==> src/hw/axis_trim_pkg.sv <==
// shared constants for the axis user trim register bank
package axis_trim_pkg;
  // ****************************************************************
  // register map
  // ****************************************************************
  localparam logic [7:0] third_axis_bias_trim_addr = 8'h35;
  localparam logic [7:0] first_axis_gain_trim_addr = 8'h36;
  localparam logic [7:0] second_axis_gain_trim_addr = 8'h37;
  localparam logic [7:0] third_axis_gain_trim_addr = 8'h38;
  localparam logic [7:0] trim_reset_value = 8'h00;
  // ****************************************************************
  // field layout
  // ****************************************************************
  localparam int bias_width = 5;
  localparam int gain_width = 6;
  localparam int bias_sign_bit = 4;
  localparam int gain_sign_bit = 5;
  // ****************************************************************
  // shared adjustment range, in trim counts
  // ****************************************************************
  localparam int combined_width = 8;
  localparam logic signed [7:0] bias_range_max = 8'sh0f;
  localparam logic signed [7:0] bias_range_min = -8'sh10;
  localparam logic signed [7:0] gain_range_max = 8'sh1f;
  localparam logic signed [7:0] gain_range_min = -8'sh20;
endpackage : axis_trim_pkg

==> src/hw/axis_user_trim_regs.sv <==
// user trim register bank with factory trim combination
//
// Implementation choice: the address-and-strobe port.
`timescale 1ns/1ps
`default_nettype none
module axis_user_trim_regs (
  input wire logic clk,
  input wire logic rst_n,
  input wire logic [7:0] addr,
  input wire logic [7:0] wdata,
  input wire logic wr_en,
  input wire logic rd_en,
  output logic [7:0] rdata,
  input wire logic [4:0] factory_third_axis_bias,
  input wire logic [5:0] factory_first_axis_gain,
  input wire logic [5:0] factory_second_axis_gain,
  input wire logic [5:0] factory_third_axis_gain,
  output logic [7:0] third_axis_bias_total,
  output logic [7:0] first_axis_gain_total,
  output logic [7:0] second_axis_gain_total,
  output logic [7:0] third_axis_gain_total
);
  // ****************************************************************
  // state
  // ****************************************************************
  typedef struct packed {
    logic [4:0] bias_z;
    logic [5:0] first_axis_gain_value;
    logic [5:0] second_axis_gain_value;
    logic [5:0] third_axis_gain_value;
    logic [7:0] rdata;
    logic [7:0] bias_tot;
    logic [7:0] gain_tot_0;
    logic [7:0] gain_tot_1;
    logic [7:0] gain_tot_2;
  } state_t;

  state_t st_ff;
  state_t nxt_st;

  // factory trims are static fuses on this clock, no sync needed
  // clipping rather than wrapping keeps a big sum from flipping sign
  function automatic logic [7:0] sat_add(input logic signed [7:0] a,
                                         input logic signed [7:0] b,
                                         input logic signed [7:0] lo,
                                         input logic signed [7:0] hi);
    logic signed [8:0] s;
    s = 9'(a) + 9'(b);
    if (s > 9'(hi)) begin
      sat_add = hi;
    end else if (s < 9'(lo)) begin
      sat_add = lo;
    end else begin
      sat_add = s[7:0];
    end
  endfunction : sat_add

  function automatic logic [7:0] sx5(input logic [4:0] v);
    sx5 = {{3{v[axis_trim_pkg::bias_sign_bit]}}, v};
  endfunction : sx5

  function automatic logic [7:0] sx6(input logic [5:0] v);
    sx6 = {{2{v[axis_trim_pkg::gain_sign_bit]}}, v};
  endfunction : sx6

  // ****************************************************************
  // next state
  // ****************************************************************
  always_comb begin
    nxt_st = st_ff;
    // only the low field bits are kept, so reserved bits read zero
    if (wr_en) begin
      case (addr)
        axis_trim_pkg::third_axis_bias_trim_addr: begin
          nxt_st.bias_z = wdata[4:0];
        end
        axis_trim_pkg::first_axis_gain_trim_addr: begin
          nxt_st.first_axis_gain_value = wdata[5:0];
        end
        axis_trim_pkg::second_axis_gain_trim_addr: begin
          nxt_st.second_axis_gain_value = wdata[5:0];
        end
        axis_trim_pkg::third_axis_gain_trim_addr: begin
          nxt_st.third_axis_gain_value = wdata[5:0];
        end
        default: begin
        end
      endcase
    end
    // read data stands only in the cycle after the strobe
    nxt_st.rdata = 8'h00;
    if (rd_en) begin
      case (addr)
        axis_trim_pkg::third_axis_bias_trim_addr: begin
          nxt_st.rdata = {3'h0, st_ff.bias_z};
        end
        axis_trim_pkg::first_axis_gain_trim_addr: begin
          nxt_st.rdata = {2'h0, st_ff.first_axis_gain_value};
        end
        axis_trim_pkg::second_axis_gain_trim_addr: begin
          nxt_st.rdata = {2'h0, st_ff.second_axis_gain_value};
        end
        axis_trim_pkg::third_axis_gain_trim_addr: begin
          nxt_st.rdata = {2'h0, st_ff.third_axis_gain_value};
        end
        default: begin
          nxt_st.rdata = 8'h00;
        end
      endcase
    end
    // totals follow stored trims one cycle later
    nxt_st.bias_tot = sat_add(sx5(st_ff.bias_z), sx5(factory_third_axis_bias),
      axis_trim_pkg::bias_range_min, axis_trim_pkg::bias_range_max);
    nxt_st.gain_tot_0 = sat_add(sx6(st_ff.first_axis_gain_value),
      sx6(factory_first_axis_gain), axis_trim_pkg::gain_range_min,
      axis_trim_pkg::gain_range_max);
    nxt_st.gain_tot_1 = sat_add(sx6(st_ff.second_axis_gain_value),
      sx6(factory_second_axis_gain), axis_trim_pkg::gain_range_min,
      axis_trim_pkg::gain_range_max);
    nxt_st.gain_tot_2 = sat_add(sx6(st_ff.third_axis_gain_value),
      sx6(factory_third_axis_gain), axis_trim_pkg::gain_range_min,
      axis_trim_pkg::gain_range_max);
  end

  always_ff @(posedge clk or negedge rst_n) begin
    if (!rst_n) begin
      st_ff <= '0;
    end else begin
      st_ff <= nxt_st;
    end
  end

  assign rdata = st_ff.rdata;
  assign third_axis_bias_total = st_ff.bias_tot;
  assign first_axis_gain_total = st_ff.gain_tot_0;
  assign second_axis_gain_total = st_ff.gain_tot_1;
  assign third_axis_gain_total = st_ff.gain_tot_2;
endmodule : axis_user_trim_regs
`default_nettype wire

==> config.mk <==
export PLATFORM = sky130hd
export DESIGN_NAME = axis_user_trim_regs
export DESIGN_NICKNAME = d
export VERILOG_FILES = /design/src/hw/axis_trim_pkg.sv /design/src/hw/axis_user_trim_regs.sv
export SDC_FILE = /design/constraint.sdc
export NUM_CORES = 1
export LEC_CHECK = 0
export BUFFER_PORTS_ARGS = -buffer_cell sky130_fd_sc_hd__buf_4
export CAP_MARGIN = 0
export CORE_MARGIN = 1.5
export CORE_UTILIZATION = 49
export CTS_CLUSTER_SIZE = 25
export DETAILED_ROUTE_END_ITERATION = 10
export PLACE_DENSITY = 0.77
export SYNTH_ARGS = -nofsm -noshare
export SYNTH_HDL_FRONTEND = slang
export SYNTH_SLANG_ARGS = --single-unit
==> constraint.sdc <==
create_clock -name clk -period 1.8 [get_ports clk]
set_input_delay 0.36 -clock clk [delete_from_list [all_inputs] [get_ports clk]]
set_output_delay 0.36 -clock clk [all_outputs]
set_load 0.05 [all_outputs]
Yosys cells after proc, flatten, opt, wreduce, memory -nomap -nowiden. Cells that the tools add are included.

Logic and storage cells: 39. Output and inout bits: 40. Bits in registers: 63. Input port bits: 43.

Reduce and logical (&&, ||, !) cells: 4. Multiplexer cells: 10. Eq/ne operators: 4. Order comparisons: 8. Add/subtract/negate cells: 4.

Operator list (number): $mux 8 (8); $eq 8x6->1 const B (4); $pmux 6 s4 (1); $add 6x6->7 (3); $gt 7x6->1 const B (3); $lt 7x6->1 const B (3); $reduce_and 2->1 (4); $add 5x5->6 (1); $gt 6x5->1 const B (1); $lt 6x5->1 const B (1); $mux 6 (1).

Logic depth before layout (Yosys ltp).
Depth after elaboration: 4. Gate-level depth with buffers: 8. Depth with buffers taken out: 8.

Worst setup path before layout. Ideal clock, no wire load.

Path type: flip-flop to flip-flop. From: register st_ff[58] (netlist name). To: register st_ff, in the netlist third_axis_bias_total[0]. Arrival time: 1804 ps. Path buffers: 0. Setup slack: -140 ps. Cell stages (with the launch flop): 8. Data required time: 1663 ps. Clock period less this slack: 1940 ps. Setup time: 137 ps. Cells stage by stage: dfrtp_1 > ha_1 > fa_1 > a21o_1 > a21oi_1 > nand2_1 > a211oi_1 > a21oi_1.

RTL lines: from (decl) (RTL line axis_user_trim_regs.sv:38) `state_t st_ff;`; from (signal assigned) (RTL line axis_user_trim_regs.sv:129) `st_ff <= nxt_st;`.

==> results.md <==
- Fin crit period: 1916 ps
- Layout cell share with drive strength beyond 1: 54.35%
- Via count: 2751
- Sequential area share after synthesis: 40.29%
- Dpl hpwl: 5.612 mm
- Cells on worst reg2reg path: 7
- Netlist cell types: 50
- Starting Density: 50.92%
- Ranking of synthesized cells by area: dfrtp_1 (40%), buf_4 (8.6%), ha_1 (8.3%)
- # fillers: 476
- Post-synth EDFFs: 0
- Async SR Flop Fraction: 100.0%
- Critical path's largest stage delay: 400 ps
- Cell count after synthesis: 318
- WL per Instance: 16.49 um
- Clk sinks: 56
- Root buf cell: clkbuf_8
- Number of global-route vias before repair: 2651
- Clock transition at the registers of the reported paths: 90 ps
- FF/Latch Area: 0.001401 mm2
- Critical path type: flop to flop
- Final period utilization: 106.5%
- Port Buf Inserts: 78
- H-tree levels: 2
- Mean post-synth cell area: 10.94 um2
- Leak: 2.392 nW
- Overflow after GRT: 0
- Drt drc: 0
- WP buf/inv: 0
- CORE AREA: 0.006832 mm2
- Slew Limit Fails: 0
- RR Endpoint: third_axis_bias_total[0]
- Top cell type's share of synthesized area: 40.29%
- Crit Path Max Fanout: 6
- Number of buffers created by CTS: 5
- Initial drt markers: 120
- CTS tree: done
- Ant diodes: 0
- Status: finished, violations left
- Footprint of the multi-input gates: 0.002092 mm2
- Placed cell area: 0.004238 mm2
- Maxcap violations: 0
- Slowest stage cell on the critical path: dfrtp_1
- Cell area after layout: 0.004883 mm2
- Unrepaired setup endpoints after global routing: yes
- Nets@finish: 496
- Maximum vdd drop: 403.6 uV
- Final setup margin: -116.5 ps
- Largest delay share family, worst path: compound AO/OA/AOI/OAI gates
- Global-route wire length before repair: 12.48 mm
- Critical Path AT: 2110 ps
- Fin Setup TNS: -1089 ps
- Die width: 87.26 um
- Bufs on Longest Clock Path: 2
- CP endpoint kind: flop
- Slew margin rel.: 54.46%
- Initial antenna violation count: 0
- Syn. warnings: 0
- Total power: 3.704 mW
- Clk_lat worst skew: 310 ps
- Max Clock Freq: 521.8 MHz
- R2r startpoint: st_ff[58]
- Most common cell after layout, fill and taps aside: buf_4
- Hold WC Path Type: input pin to async pin
- PD cells: 758.6 mW/mm2
- Die area: 0.007613 mm2
- Worst Setup Start Kind: flop
- Final Non-Filler Cells: 521
- WL final: 8.592 mm
- Top FF cell, synth: dfrtp_1
- Count of final setup violators: 17
- Inst Count DP: 494
- Count of state elements after synthesis: 56
- FF-to-FF setup slack: -120 ps
- CP Cell Sequence: ha_2 -> fa_2 -> a21o_1 -> a21oi_4 -> nor2_1 -> a211oi_2 -> a21oi_2
- Gpl congestion: 0.8503
- Drt first pass iters: 6
- Vias per Instance: 5.280
- Clock skew: 4.112 ps
- Remaining antenna violation count: 0
- Core Rows: 30
- Final hold viol count: 0
- Post-synth top area cell: dfrtp_1
- WP data required: 1990 ps
- Chip Height: 87.26 um
- Post-Syn Area: 0.003478 mm2
- WHS: 81.34 ps
- Io pins: 83
- GRT Total Usage: 21.13%
- Area growth, synth to finish: 40.40%
- Failing checks: negative setup slack
- Most frequent cells in the layout: buf_4 (140), dfrtp_1 (56), inv_1 (13), mux2_1 (12), ha_1 (11)
- Worst-Margin Slew: 683.1 ps
- Pin count of the biggest net entering global routing: 57
[worst reg2reg max path, cell delays in order, from the launching register on]
cell      delay, ps
dfrtp_1         400
ha_2            200
fa_2            340
a21o_1          230
a21oi_4         230
nor2_1          120
a211oi_2        250
a21oi_2          40
[area by class of cell]
class                      instances  area share [%]
inverter                          17           1.307
tap                               96           2.460
sequential                        56           28.70
clock inverter                     1          0.6149
clock buffer                       5           1.409
multi-input combinational        201           42.84
timing repair buffer             145           22.67
[report_power, final]
group / switching [mW] / leakage (nW) / total, mW / internal (mW)
clock: 0.390 / 0.0501 / 0.790 / 0.400
sequential: 0.0567 / 0.710 / 1.44 / 1.39
combinational: 0.884 / 1.63 / 1.47 / 0.588
[how the worst max path moves through the flow]
stage / cells after the start / end / slack (ps) / from
2_1_floorplan: 6 / third_axis_bias_total[0] / -7 / st_ff[58]
3_3_place_gp: 7 / second_axis_gain_total[4] / -280 / factory_second_axis_gain[1]
5_1_grt: 8 / second_axis_gain_total[1] / -200 / st_ff[46]
3_5_place_dp: 7 / second_axis_gain_total[4] / -390 / factory_second_axis_gain[1]
6_report: 7 / third_axis_bias_total[0] / -120 / st_ff[58]
4_1_cts: 7 / third_axis_bias_total[0] / -110 / st_ff[58]
[registers in the layout, summed over array words and instances, names as in the netlist]
register and cells:
third_axis_bias_total 6, second_axis_gain_total 7, first_axis_gain_total 7, third_axis_gain_total 7
st_ff 23, rdata 6
[timing repair]
item	CTS	global route
endpoints found under the setup margin	18	20
pin swaps	24	26
buffers inserted	13	8
hold buffers	0	0
gates resized for setup	39	33
[cell families after synthesis]
family / synth area share, %
other: 0.1078
adders and majority gates: 11.15
and+or+nand+nor: 9.389
muxes: 10.00
xor gates and xnor gates: 1.763
DFF: 40.29
buffers and inverters: 11.33
AOI/OAI and AO/OA: 15.97
[routing by layer]
metal | global-route usage [%] | vias up | routed length, um
met5 | 0 | - | 0
met4 | 7.359 | 0 | 203
met3 | 2.559 | 19 | 307
met2 | 36.15 | 85 | 4558
met1 | 27.59 | 1330 | 3522
li1 | - | 1317 | -
[metrics by stage]
step | utilization (%) | setup WS [ps]
floorplan | - | -6.558
global placement | 62.03 | -276.1
detailed placement | 62.03 | -389.3
CTS | 67.93 | -110.3
global route | 71.48 | -199.4
finish | 71.48 | -116.5
[Yosys cell counts (2+ instances only)]
cell / n
o2bb2ai_1: 6
a2111oi_0: 2
o21ai_1: 7
buf_4: 40
nand2_1: 7
maj3_1: 2
dfrtp_1: 56
mux2_1: 12
o31ai_1: 6
a22oi_1: 6
nor3_1: 6
nand2b_1: 2
xor2_1: 6
o21ai_0: 4
and2b_1: 2
o211a_1: 3
mux2i_1: 7
ha_1: 23
mux2_4: 5
a211oi_1: 6
mux2_2: 6
or2_1: 2
o31a_1: 3
buf_2: 3
or3_1: 4
and2_1: 8
a21o_1: 8
fa_1: 4
nor4b_1: 2
nor2_1: 7
nand3b_1: 2
o22ai_1: 5
nor2b_1: 4
a21oi_1: 14
inv_1: 17
o21a_1: 7
No activity file was read; power rests on OpenSTA's default activity.
